$ cat src/shared/psia_pkg.sv
package psia_pkg;

  // ----------------------------------------------------------------
  // widths
  // ----------------------------------------------------------------
  localparam int PC_W      = 13;
  localparam int LOW_W     = 8;
  localparam int LATH_W    = 5;
  localparam int FPTR_W    = 8;
  localparam int DADR_W    = 9;
  localparam int LIT_W     = 11;
  localparam int STK_DEPTH = 8;
  localparam int STK_PTR_W = 3;
  localparam int WB_ADR_W  = 8;
  localparam int WB_DAT_W  = 32;

  // ----------------------------------------------------------------
  // register offsets (byte addresses) and field positions
  // ----------------------------------------------------------------
  localparam logic [7:0] OFS_PC_LOW = 8'h00;
  localparam logic [7:0] OFS_LATH   = 8'h04;
  localparam logic [7:0] OFS_FPTR   = 8'h08;
  localparam logic [7:0] OFS_STATUS = 8'h0c;
  localparam int         BANK_BIT   = 7;

  // ----------------------------------------------------------------
  // values after reset and fixed codes
  // ----------------------------------------------------------------
  localparam logic [12:0] RST_PC    = 13'h0000;
  localparam logic [4:0]  RST_LATH  = 5'h00;
  localparam logic [7:0]  RST_FPTR  = 8'h00;
  localparam logic        RST_BANK  = 1'b0;
  localparam logic [2:0]  RST_PTR   = 3'h0;
  localparam logic [12:0] PC_ONE    = 13'h0001;
  localparam logic [2:0]  PTR_ONE   = 3'h1;
  localparam logic [6:0]  IND_LOW   = 7'h00;
  localparam logic [7:0]  ZERO_BYTE = 8'h00;

  // ----------------------------------------------------------------
  // program flow operations issued by the decoder
  // ----------------------------------------------------------------
  typedef enum logic [2:0] {
    OP_NONE,
    OP_STEP,
    OP_GOTO,
    OP_CALL,
    OP_RET,
    OP_LOW_WR,
    OP_INT
  } psia_op_t;

endpackage : psia_pkg

$ cat src/rtl/psia_stack.sv
`timescale 1ns/1ps

module psia_stack (
  input  wire logic        clk_i,
  input  wire logic        rst_i,
  input  wire logic        push_i,
  input  wire logic        pop_i,
  input  wire logic [12:0] push_data_i,
  output logic      [12:0] top_o
);

  logic [2:0]  ptr;
  logic [2:0]  next_ptr;
  logic [12:0] entry [psia_pkg::STK_DEPTH];

  // ----------------------------------------------------------------
  // pointer, wraps silently both ways
  // ----------------------------------------------------------------
  always_comb begin
    next_ptr = ptr;
    if (push_i && !pop_i) begin
      next_ptr = ptr + psia_pkg::PTR_ONE;
    end else if (pop_i && !push_i) begin
      next_ptr = ptr - psia_pkg::PTR_ONE;
    end
  end

  // pointer register
  always_ff @(posedge clk_i) begin
    if (rst_i) begin
      ptr <= psia_pkg::RST_PTR;
    end else begin
      ptr <= next_ptr;
    end
  end

  // ----------------------------------------------------------------
  // entries: a push overwrites the slot under the pointer
  // ----------------------------------------------------------------
  for (genvar i = 0; i < psia_pkg::STK_DEPTH; i++) begin : gen_entry
    logic [12:0] next_entry;

    // ninth push lands on the first slot again
    always_comb begin
      next_entry = entry[i];
      if (push_i && (ptr == 3'(i))) begin
        next_entry = push_data_i;
      end
    end

    // entry register
    always_ff @(posedge clk_i) begin
      if (rst_i) begin
        entry[i] <= psia_pkg::RST_PC;
      end else begin
        entry[i] <= next_entry;
      end
    end
  end

  // most recent push
  assign top_o = entry[ptr - psia_pkg::PTR_ONE];

endmodule : psia_stack

$ cat src/rtl/psia_top.sv
`timescale 1ns/1ps

// Notes on behaviour
// - program counter is 13 bits; low byte readable and writable.
// - upper five bits are never written directly; low byte writes load all five from the high latch.
// - any reset clears the whole program counter.
// - writing the low byte copies all five latch bits into the top.
// - call and goto take top two bits from latch bits 4 and 3.
// - low byte rollover never carries into the high latch.
// - return stack has eight entries of thirteen bits.
// - stack and its pointer are invisible to software.
// - calls and interrupt vectoring push the program counter.
// - the one return op pops into the program counter.
// - pushes and pops leave the high latch alone.
// - stack is circular; ninth push overwrites the first.
// - no overflow or underflow flag exists.
// - indirect port has no storage; it accesses the pointed location.
// - indirect read of the port itself returns zero.
// - indirect write of the port itself changes no data.
// - indirect address is bank bit above the eight pointer bits.

module psia_top #(
  parameter logic [12:0] INT_VECTOR = 13'h0004
) (
  input  wire logic                     clk_i,
  input  wire logic                     rst_i,
  // wishbone slave
  input  wire logic                     wb_cyc_i,
  input  wire logic                     wb_stb_i,
  input  wire logic                     wb_we_i,
  input  wire logic [7:0]               wb_adr_i,
  input  wire logic [3:0]               wb_sel_i,
  input  wire logic [31:0]              wb_dat_i,
  output logic      [31:0]              wb_dat_o,
  output logic                          wb_ack_o,
  // program flow from the decoder
  input  wire logic                     instr_valid_i,
  input  wire psia_pkg::psia_op_t       op_i,
  input  wire logic [10:0]              lit_i,
  input  wire logic [7:0]               pc_low_data_i,
  output logic      [12:0]              pc_o,
  // data access from the decoder
  input  wire logic [8:0]               dat_addr_i,
  input  wire logic                     dat_rd_i,
  input  wire logic                     dat_wr_i,
  input  wire logic [7:0]               dat_wdata_i,
  output logic      [7:0]               dat_rdata_o,
  output logic                          dat_rvalid_o,
  // data memory
  output logic      [8:0]               mem_addr_o,
  output logic                          mem_rd_o,
  output logic                          mem_wr_o,
  output logic      [7:0]               mem_wdata_o,
  input  wire logic [7:0]               mem_rdata_i
);

  // ----------------------------------------------------------------
  // declarations
  // ----------------------------------------------------------------
  logic        wb_req;
  logic        wb_wr_fire;
  logic        next_ack;
  logic [31:0] next_rdat;

  logic [4:0]  hi_latch;
  logic [7:0]  fptr;
  logic        bank;
  logic [4:0]  next_hi_latch;
  logic [7:0]  next_fptr;
  logic        next_bank;

  logic [12:0] pc;
  logic [12:0] next_pc;
  logic        stk_push;
  logic        stk_pop;
  logic [12:0] stk_push_data;
  logic [12:0] stk_top;

  logic        is_ind_port;
  logic        fptr_self;
  logic        blocked;
  logic [8:0]  next_mem_addr;
  logic        next_mem_rd;
  logic        next_mem_wr;
  logic [7:0]  next_mem_wdata;
  logic        rd_pend;
  logic        rd_zero;
  logic        next_rd_pend;
  logic        next_rd_zero;
  logic [7:0]  next_dat_rdata;
  logic        next_dat_rvalid;

  // ----------------------------------------------------------------
  // wishbone slave
  // ----------------------------------------------------------------

  // request and write commit; a write lands at the acknowledging edge
  assign wb_req     = wb_cyc_i & wb_stb_i;
  assign wb_wr_fire = wb_req & wb_we_i & wb_ack_o & wb_sel_i[0];

  // one wait cycle, then ack for one cycle; unmapped reads give zero
  always_comb begin
    next_ack  = wb_req & ~wb_ack_o;
    next_rdat = wb_dat_o;
    if (wb_req && !wb_ack_o) begin
      next_rdat = '0;
      case (wb_adr_i)
        psia_pkg::OFS_PC_LOW: begin
          next_rdat[7:0] = pc[7:0];
        end
        psia_pkg::OFS_LATH: begin
          next_rdat[4:0] = hi_latch;
        end
        psia_pkg::OFS_FPTR: begin
          next_rdat[7:0] = fptr;
        end
        psia_pkg::OFS_STATUS: begin
          next_rdat[psia_pkg::BANK_BIT] = bank;
        end
        default: begin
          next_rdat = '0; // no stack view here
        end
      endcase
    end
  end

  // bus registers
  always_ff @(posedge clk_i) begin
    if (rst_i) begin
      wb_ack_o <= 1'b0;
      wb_dat_o <= '0;
    end else begin
      wb_ack_o <= next_ack;
      wb_dat_o <= next_rdat;
    end
  end

  // ----------------------------------------------------------------
  // software registers: high latch, file pointer, bank bit
  // ----------------------------------------------------------------

  // only bus writes touch these; stack traffic never does
  always_comb begin
    next_hi_latch = hi_latch;
    next_fptr     = fptr;
    next_bank     = bank;
    if (wb_wr_fire) begin
      case (wb_adr_i)
        psia_pkg::OFS_LATH: begin
          next_hi_latch = wb_dat_i[4:0];
        end
        psia_pkg::OFS_FPTR: begin
          next_fptr = wb_dat_i[7:0];
        end
        psia_pkg::OFS_STATUS: begin
          next_bank = wb_dat_i[psia_pkg::BANK_BIT];
        end
        default: begin
          next_hi_latch = hi_latch;
        end
      endcase
    end
  end

  // software register storage
  always_ff @(posedge clk_i) begin
    if (rst_i) begin
      hi_latch <= psia_pkg::RST_LATH;
      fptr     <= psia_pkg::RST_FPTR;
      bank     <= psia_pkg::RST_BANK;
    end else begin
      hi_latch <= next_hi_latch;
      fptr     <= next_fptr;
      bank     <= next_bank;
    end
  end

  // ----------------------------------------------------------------
  // program counter
  // ----------------------------------------------------------------

  // decoder operation wins over a bus write of the low byte
  always_comb begin
    next_pc       = pc;
    stk_push      = 1'b0;
    stk_pop       = 1'b0;
    stk_push_data = pc;
    if (instr_valid_i) begin
      case (op_i)
        psia_pkg::OP_STEP: begin
          next_pc = pc + psia_pkg::PC_ONE;
        end
        psia_pkg::OP_GOTO: begin
          next_pc = {hi_latch[4:3], lit_i};
        end
        psia_pkg::OP_CALL: begin
          stk_push      = 1'b1;
          stk_push_data = pc + psia_pkg::PC_ONE;
          next_pc       = {hi_latch[4:3], lit_i};
        end
        psia_pkg::OP_RET: begin
          stk_pop = 1'b1;
          next_pc = stk_top;
        end
        psia_pkg::OP_LOW_WR: begin
          // alu result is eight bits; no carry reaches the top
          next_pc = {hi_latch, pc_low_data_i};
        end
        psia_pkg::OP_INT: begin
          stk_push      = 1'b1;
          stk_push_data = pc;
          next_pc       = INT_VECTOR;
        end
        default: begin
          next_pc = pc;
        end
      endcase
    end else if (wb_wr_fire && (wb_adr_i == psia_pkg::OFS_PC_LOW)) begin
      next_pc = {hi_latch, wb_dat_i[7:0]};
    end
  end

  // counter register, cleared by reset
  always_ff @(posedge clk_i) begin
    if (rst_i) begin
      pc <= psia_pkg::RST_PC;
    end else begin
      pc <= next_pc;
    end
  end

  assign pc_o = pc;

  // ----------------------------------------------------------------
  // return stack
  // ----------------------------------------------------------------

  // private storage, no flags out
  psia_stack u_stack (
    .clk_i       (clk_i),
    .rst_i       (rst_i),
    .push_i      (stk_push),
    .pop_i       (stk_pop),
    .push_data_i (stk_push_data),
    .top_o       (stk_top)
  );

  // ----------------------------------------------------------------
  // indirect data addressing
  // ----------------------------------------------------------------

  // indirect port is decoded in every bank by its low seven bits
  assign is_ind_port = (dat_addr_i[6:0] == psia_pkg::IND_LOW);
  assign fptr_self   = (fptr[6:0] == psia_pkg::IND_LOW);
  assign blocked     = is_ind_port & fptr_self;

  // translate the address, drop self-pointing accesses
  always_comb begin
    next_mem_addr  = dat_addr_i;
    next_mem_wdata = dat_wdata_i;
    if (is_ind_port) begin
      next_mem_addr = {bank, fptr};
    end
    next_mem_rd  = dat_rd_i & ~blocked;
    next_mem_wr  = dat_wr_i & ~blocked;
    next_rd_pend = dat_rd_i;
    next_rd_zero = dat_rd_i & blocked;
  end

  // memory request register
  always_ff @(posedge clk_i) begin
    if (rst_i) begin
      mem_addr_o  <= '0;
      mem_rd_o    <= 1'b0;
      mem_wr_o    <= 1'b0;
      mem_wdata_o <= psia_pkg::ZERO_BYTE;
      rd_pend     <= 1'b0;
      rd_zero     <= 1'b0;
    end else begin
      mem_addr_o  <= next_mem_addr;
      mem_rd_o    <= next_mem_rd;
      mem_wr_o    <= next_mem_wr;
      mem_wdata_o <= next_mem_wdata;
      rd_pend     <= next_rd_pend;
      rd_zero     <= next_rd_zero;
    end
  end

  // read return: memory answers in the cycle the request stands
  always_comb begin
    next_dat_rvalid = rd_pend;
    next_dat_rdata  = dat_rdata_o;
    if (rd_pend) begin
      if (rd_zero) begin
        next_dat_rdata = psia_pkg::ZERO_BYTE;
      end else begin
        next_dat_rdata = mem_rdata_i;
      end
    end
  end

  // read return register
  always_ff @(posedge clk_i) begin
    if (rst_i) begin
      dat_rdata_o  <= psia_pkg::ZERO_BYTE;
      dat_rvalid_o <= 1'b0;
    end else begin
      dat_rdata_o  <= next_dat_rdata;
      dat_rvalid_o <= next_dat_rvalid;
    end
  end

endmodule : psia_top

$ cat config.mk
export PLATFORM = sky130hd
export DESIGN_NAME = psia_top
export DESIGN_NICKNAME = d
export VERILOG_FILES = /design/src/shared/psia_pkg.sv /design/src/rtl/psia_stack.sv /design/src/rtl/psia_top.sv
export SDC_FILE = /design/constraint.sdc
export NUM_CORES = 1
export LEC_CHECK = 0
export BUFFER_PORTS_ARGS = -buffer_cell sky130_fd_sc_hd__buf_2
export CAP_MARGIN = 20
export CORE_MARGIN = 2
export CORE_UTILIZATION = 55
export DETAILED_ROUTE_END_ITERATION = 7
export PLACE_DENSITY = 0.77
export SYNTH_ARGS = -nofsm -noshare
export SYNTH_HDL_FRONTEND = slang
export SYNTH_SLANG_ARGS = --single-unit
$ cat constraint.sdc
create_clock -name clk_i -period 3.2 [get_ports clk_i]
set_clock_uncertainty 0.15 [all_clocks]
set_input_delay 0.32 -clock clk_i [delete_from_list [all_inputs] [get_ports clk_i]]
set_output_delay 0.32 -clock clk_i [all_outputs]
set_load 0.005 [all_outputs]
# Word level (Yosys, flattened, before mapping)
# Memories as Yosys holds them, arrays and structs flattened.
# Cells that the tools add are included.
# totals
ff_bits,69
n_memories,1
ram_bits,104
output_inout_bits,74
# mem_list
name,depth,word_bits,rd,rd_ports_with_merged_regs,wr,line,source
u_stack.entry,8,13,1,0,8,psia_stack.sv:14,logic [12:0] entry [psia_pkg::STK_DEPTH];
# op_classes
n_bitwise,19
reduce_logical,35
n_mux,35
eq_ne,25
n_addsub,3
# op_table
op,n
13-bit 2-to-1 mux,20
13-bit one-hot mux with 5 select lines,1
2-bit AND reduction,12
3-bit equality test (second input constant),7
8-bit by 4-bit equality test with 1-bit output (second input constant),2
5-bit one-hot mux with 3 select lines,1
7-bit zero test,2
13-bit by 1-bit adder with 13-bit output (second input constant),1
3-bit by 2-bit equality test with 1-bit output (second input constant),4
1-bit logical AND,12
1-bit bitwise AND,9
9-bit 2-to-1 mux,1
8-bit by 3-bit equality test with 1-bit output (second input constant),1
8-bit zero test,1
8-bit 2-to-1 mux,1
1-bit != test (second input constant),8
1-bit bitwise OR,8
1-bit 2-to-1 mux,7
3-bit by 1-bit equality test with 1-bit output (second input constant),2
3-bit 2-to-1 mux,2
6-bit by 2-bit != test with 1-bit output (second input constant),1
2-bit one-hot mux with 2 select lines,1
2-bit nonzero test,2
2-bit OR reduction,2
other kinds (6),9

# Logic depth before layout (Yosys ltp)
# depth
ltp_word,8
mapped_depth,11
mapped_depth_nobuf,8

# Modules after synthesis
# From an unflattened synthesis, not the netlist that was laid out.
# hier_totals
hier_cells,833
hier_area_um2,8859.7
# modules_own_cells
mod,seq_area_each_um2,area_each_um2,n_inst,cells_each
psia_stack,3183.1,5277.6,1,395
psia_top,1321.3,3582.2,1,438

# Worst setup path before layout
# No wires, ideal clock.
# synth_path
path_type,reg2reg
from,register u_stack.ptr[0]
to,register pc[11] (netlist: pc_o[11])
n_path_buf,3
path_stages_with_launch,11
t_arrival_ns,2.494
setup_slack_ns,0.438
path_cell_list,dfxtp_1 buf_2 buf_4 inv_1 ha_1 xor2_2 buf_6 mux4_2 nand2_1 a32oi_1 o221a_2
# synth_between
elab_chain_cells,4
# synth_rtl
element,line,source
"start, declared",psia_stack.sv:12,logic [2:0] ptr;
"start signal, assigned",psia_stack.sv:31,ptr <= psia_pkg::RST_PTR;
"start signal, assigned",psia_stack.sv:33,ptr <= next_ptr;
3-bit by 1-bit subtractor with 3-bit output,psia_stack.sv:62,assign top_o = entry[ptr - psia_pkg::PTR_ONE];
memory 8 x 13 bit,-,
13-bit one-hot mux with 5 select lines,psia_top.sv:189,case (op_i)
13-bit 2-to-1 mux,psia_top.sv:188,if (instr_valid_i) begin
"end signal, assigned",psia_top.sv:226,pc <= psia_pkg::RST_PC;
"end signal, assigned",psia_top.sv:228,pc <= next_pc;
"end, declared",psia_top.sv:72,logic [12:0] pc;
# Every way passes these cells.
# A chain may end at the register's enable or synchronous reset.

# Worst setup path in the final report
# layout_path
from,register u_stack.ptr[0]
to,register pc[4] (netlist: pc_o[4])
# The elaborated chain is that of the path after synthesis.

==> qor.yml <==
synth.area.top_cells: "edfxtp_1 (37%), dfxtp_1 (16%), nor2_1 (7.4%), mux2i_1 (5.6%), mux4_2 (4.0%)"
period_needed_ps: 2725
crit_path_max_fanout: 36
synth.yosys.seq_area_share_pct: 53.49
pwr-share-seq_pct: 47.6
holdWs_ps: 16.86
gr-usage-all-layers_pct: 26.91
swShare_pct: 25.88
switchingPower_uw: 1360
drcViolationCount: 0
critical_path.slowest_cell: "a2111oi_0"
port_buffers: 121
drive_above_1_share_pct: 21.29
finalSetupViolCount: 0
grt_max_degree: 63
grt_overflow: 0
dp_hpwl_mm: 14.51
path_clk_slew_ps: 60
cellInternalPower_uw: 3897
setup_tns_ps: 0
wl_mm: 21.85
crit_chain: "inv_1 > ha_1 > buf_12 > mux4_2 > nand2_1 > a21oi_1 > a2111oi_0 > a311oi_1"
max_stage_delay_ps: 590
p_leak_uw: 0.003819
postRouteAntennaNets: 0
slew_viol_final: 0
core_um2: 15090
synth_top_area_share_pct: 37.09
antenna_found_initial: 0
dpl.cell_count: 1064
grt_pass1_vias: 6202
start_util_pct: 55.80
postSynthAreaPerCell_um2: 10.69
cts_htree_levels: 4
synth-edff-count: 104
pwr-share-comb_pct: 13.8
synth_warnings: 0
relSlewSlack_pct: 41.93
clock.fmax_mhz: 366.9
grt_pass1_wl_mm: 33.11
cts_tree: "built"
areaGrowthSynthToFinish_pct: 17.33
p_total_uw: 5258
diodes: 0
nFillCells: 1158
hold_violations: 0
crit_required_ps: 3330
drt_first_pass_iters: 6
synth_cell_types: 66
clock_path_buffers: 2
fp-row-count: 45
nNetsFinal: 1025
vias_per_cell: 5.863
die_w_um: 127.7
async_flop_share_pct: 0
drt_iter0_markers: 545
synthFlopType: "edfxtp_1"
ctsRootBufferMaster: "clkbuf_16"
critPathKind: "flop to flop"
die_h_um: 127.7
syn_inst: 788
ios: 173
synth-seq-cells: 173
clkLatencyLatePin_ps: 430
place_congestion: 0.8408
postCtsSetupBuffers: 0
syn-cell-area_um2: 8421
crit_arrival_ps: 2860
startpoint_type: "flop"
p_per_area_nw_per_um2: 532.2
tightest_slew_ps: 861.9
p_clk_share_pct: 38.6
rsz0062_at_grt: "false"
finalNonFillerCells: 1118
vias: 6555
min_path_type: "input pin to flop"
dieArea_um2: 16320
cts_buffers: 17
worst_ir_drop_vdd_mv: 0.3908
period_share_pct: 85.17
cp-end-kind: "flop"
clkSinkCount: 173
wl_per_cell_um: 19.54
synth_top_area_cell: "edfxtp_1"
status: "complete, no violations"
drv_cap: 0
## flip-flops by register name, indices dropped and copies added (netlist names), 3 cells and up
| signal | flops |
|---|---|
| wb_dat_o | 8 |
| pc_o | 13 |
| mem_wdata_o | 8 |
| fptr | 8 |
| hi_latch | 5 |
| u_stack.entry | 104 |
| u_stack.ptr | 3 |
| dat_rdata_o | 8 |
| mem_addr_o | 9 |
## through the flow
step / setup WS (ps) / instance area, um2 / utilization (%)
3_5_place_dp: 544.7 / 9070 / 60.11
3_3_place_gp: 567.2 / 9070 / 60.11
6_report: 474.5 / 9879 / 65.47
2_1_floorplan: 437.8 / 8507 / -
4_1_cts: 527.2 / 9879 / 65.47
5_1_grt: 326.8 / 9879 / 65.47
## layout make-up
type                    count  area [um2]  share of cell area [%]
well taps                 188       235.2                   2.381
repair buffers            158       950.9                   9.625
clock inverters             9       70.07                  0.7092
multi-input cells         556        3558                   36.02
inverters                  11       41.29                  0.4179
clock buffers              23       519.2                   5.256
flip-flops and latches    173        4504                   45.59
## synthesized netlist by cell type, drive strengths merged (14+ instances only)
cell / count
nor2: 166
edfxtp: 104
dfxtp: 69
nand2: 64
mux2i: 47
buf: 45
a21oi: 33
clkbuf: 26
nor2b: 24
nand3: 21
o21ai: 19
mux4: 16
xnor2: 14
## critical path, delay by kind of cell, from the launching register on
family / cells / cell delay (ps)
buffers and inverters: 2 / 430
adder cells (fa/ha/maj): 1 / 450
AO/OA/AOI/OAI: 3 / 770
AND/OR/NAND/NOR: 1 / 80
multiplexers: 1 / 350
flip-flops: 1 / 330
## worst paths after layout
| kind | depth (start not counted) | to | startpoint | slack [ps] |
|---|---|---|---|---|
| max | 8 | pc_o[4]$_SDFFE_PP0P_ | u_stack.ptr[0]$_SDFFE_PP0P_ | 470 |
| min | 3 | mem_addr_o[7]$_SDFF_PP0_ | dat_addr_i[7] | 20 |
| max reg2reg | 8 | pc_o[4]$_SDFFE_PP0P_ | u_stack.ptr[0]$_SDFFE_PP0P_ | 470 |
| min reg2reg | 2 | wb_dat_o[6]$_SDFFE_PP0P_ | wb_dat_o[6]$_SDFFE_PP0P_ | 300 |
## kinds of logic after synthesis
family | after synthesis | share of synthesized area (%)
muxes | 66 | 10.36
DFF | 173 | 53.49
xor gates and xnor gates | 27 | 2.987
AOI/OAI and AO/OA | 107 | 8.470
and+or+nand+nor | 323 | 18.04
buffers and inverters | 82 | 5.275
other | 1 | 0.04453
adders and majority gates | 9 | 1.337
## power groups by stage
stage | clock [uW] | sequential [uW] | combinational (uW)
after global placement | 0 | 2550 | 689
after floorplan | 0 | 2530 | 491
final | 2030 | 2500 | 727
after global routing | 2140 | 2510 | 785
after detailed placement | 0 | 2550 | 696
after CTS | 2050 | 2500 | 721
## per-layer routing
metal / vias to the layer above / GRT usage [%] / part of all wire, %
met3: 50 / 5.634 / 8.1
met2: 304 / 46.68 / 50
met5: - / 0 / 0
met4: 0 / 11.38 / 3.1
met1: 3177 / 32.72 / 39
li1: 3024 / - / -
## placed cells by master, fill, tap and decap left out, drive strengths merged, types with 4 or more instances in the layout
master,instances
nand2b,4
mux2i,47
nor3,10
o21ai,19
nand3,21
xnor2,14
clkbuf,23
dfxtp,69
nor2,166
nand2,64
nor2b,24
a22oi,10
a221oi,13
conb,24
a21oi,33
nand4,6
dlygate4sd3,22
inv,17
ha,9
xor2,13
nor4,6
mux4,16
edfxtp,104
buf,136
or3,5
## timing repair
item                                    CTS  global route
hold buffers                             22             0
hold endpoints to repair                 22             0
endpoints found under the setup margin    0             0
gates resized for setup                   0             0
Note: power is estimated with default switching activity, not from simulation.
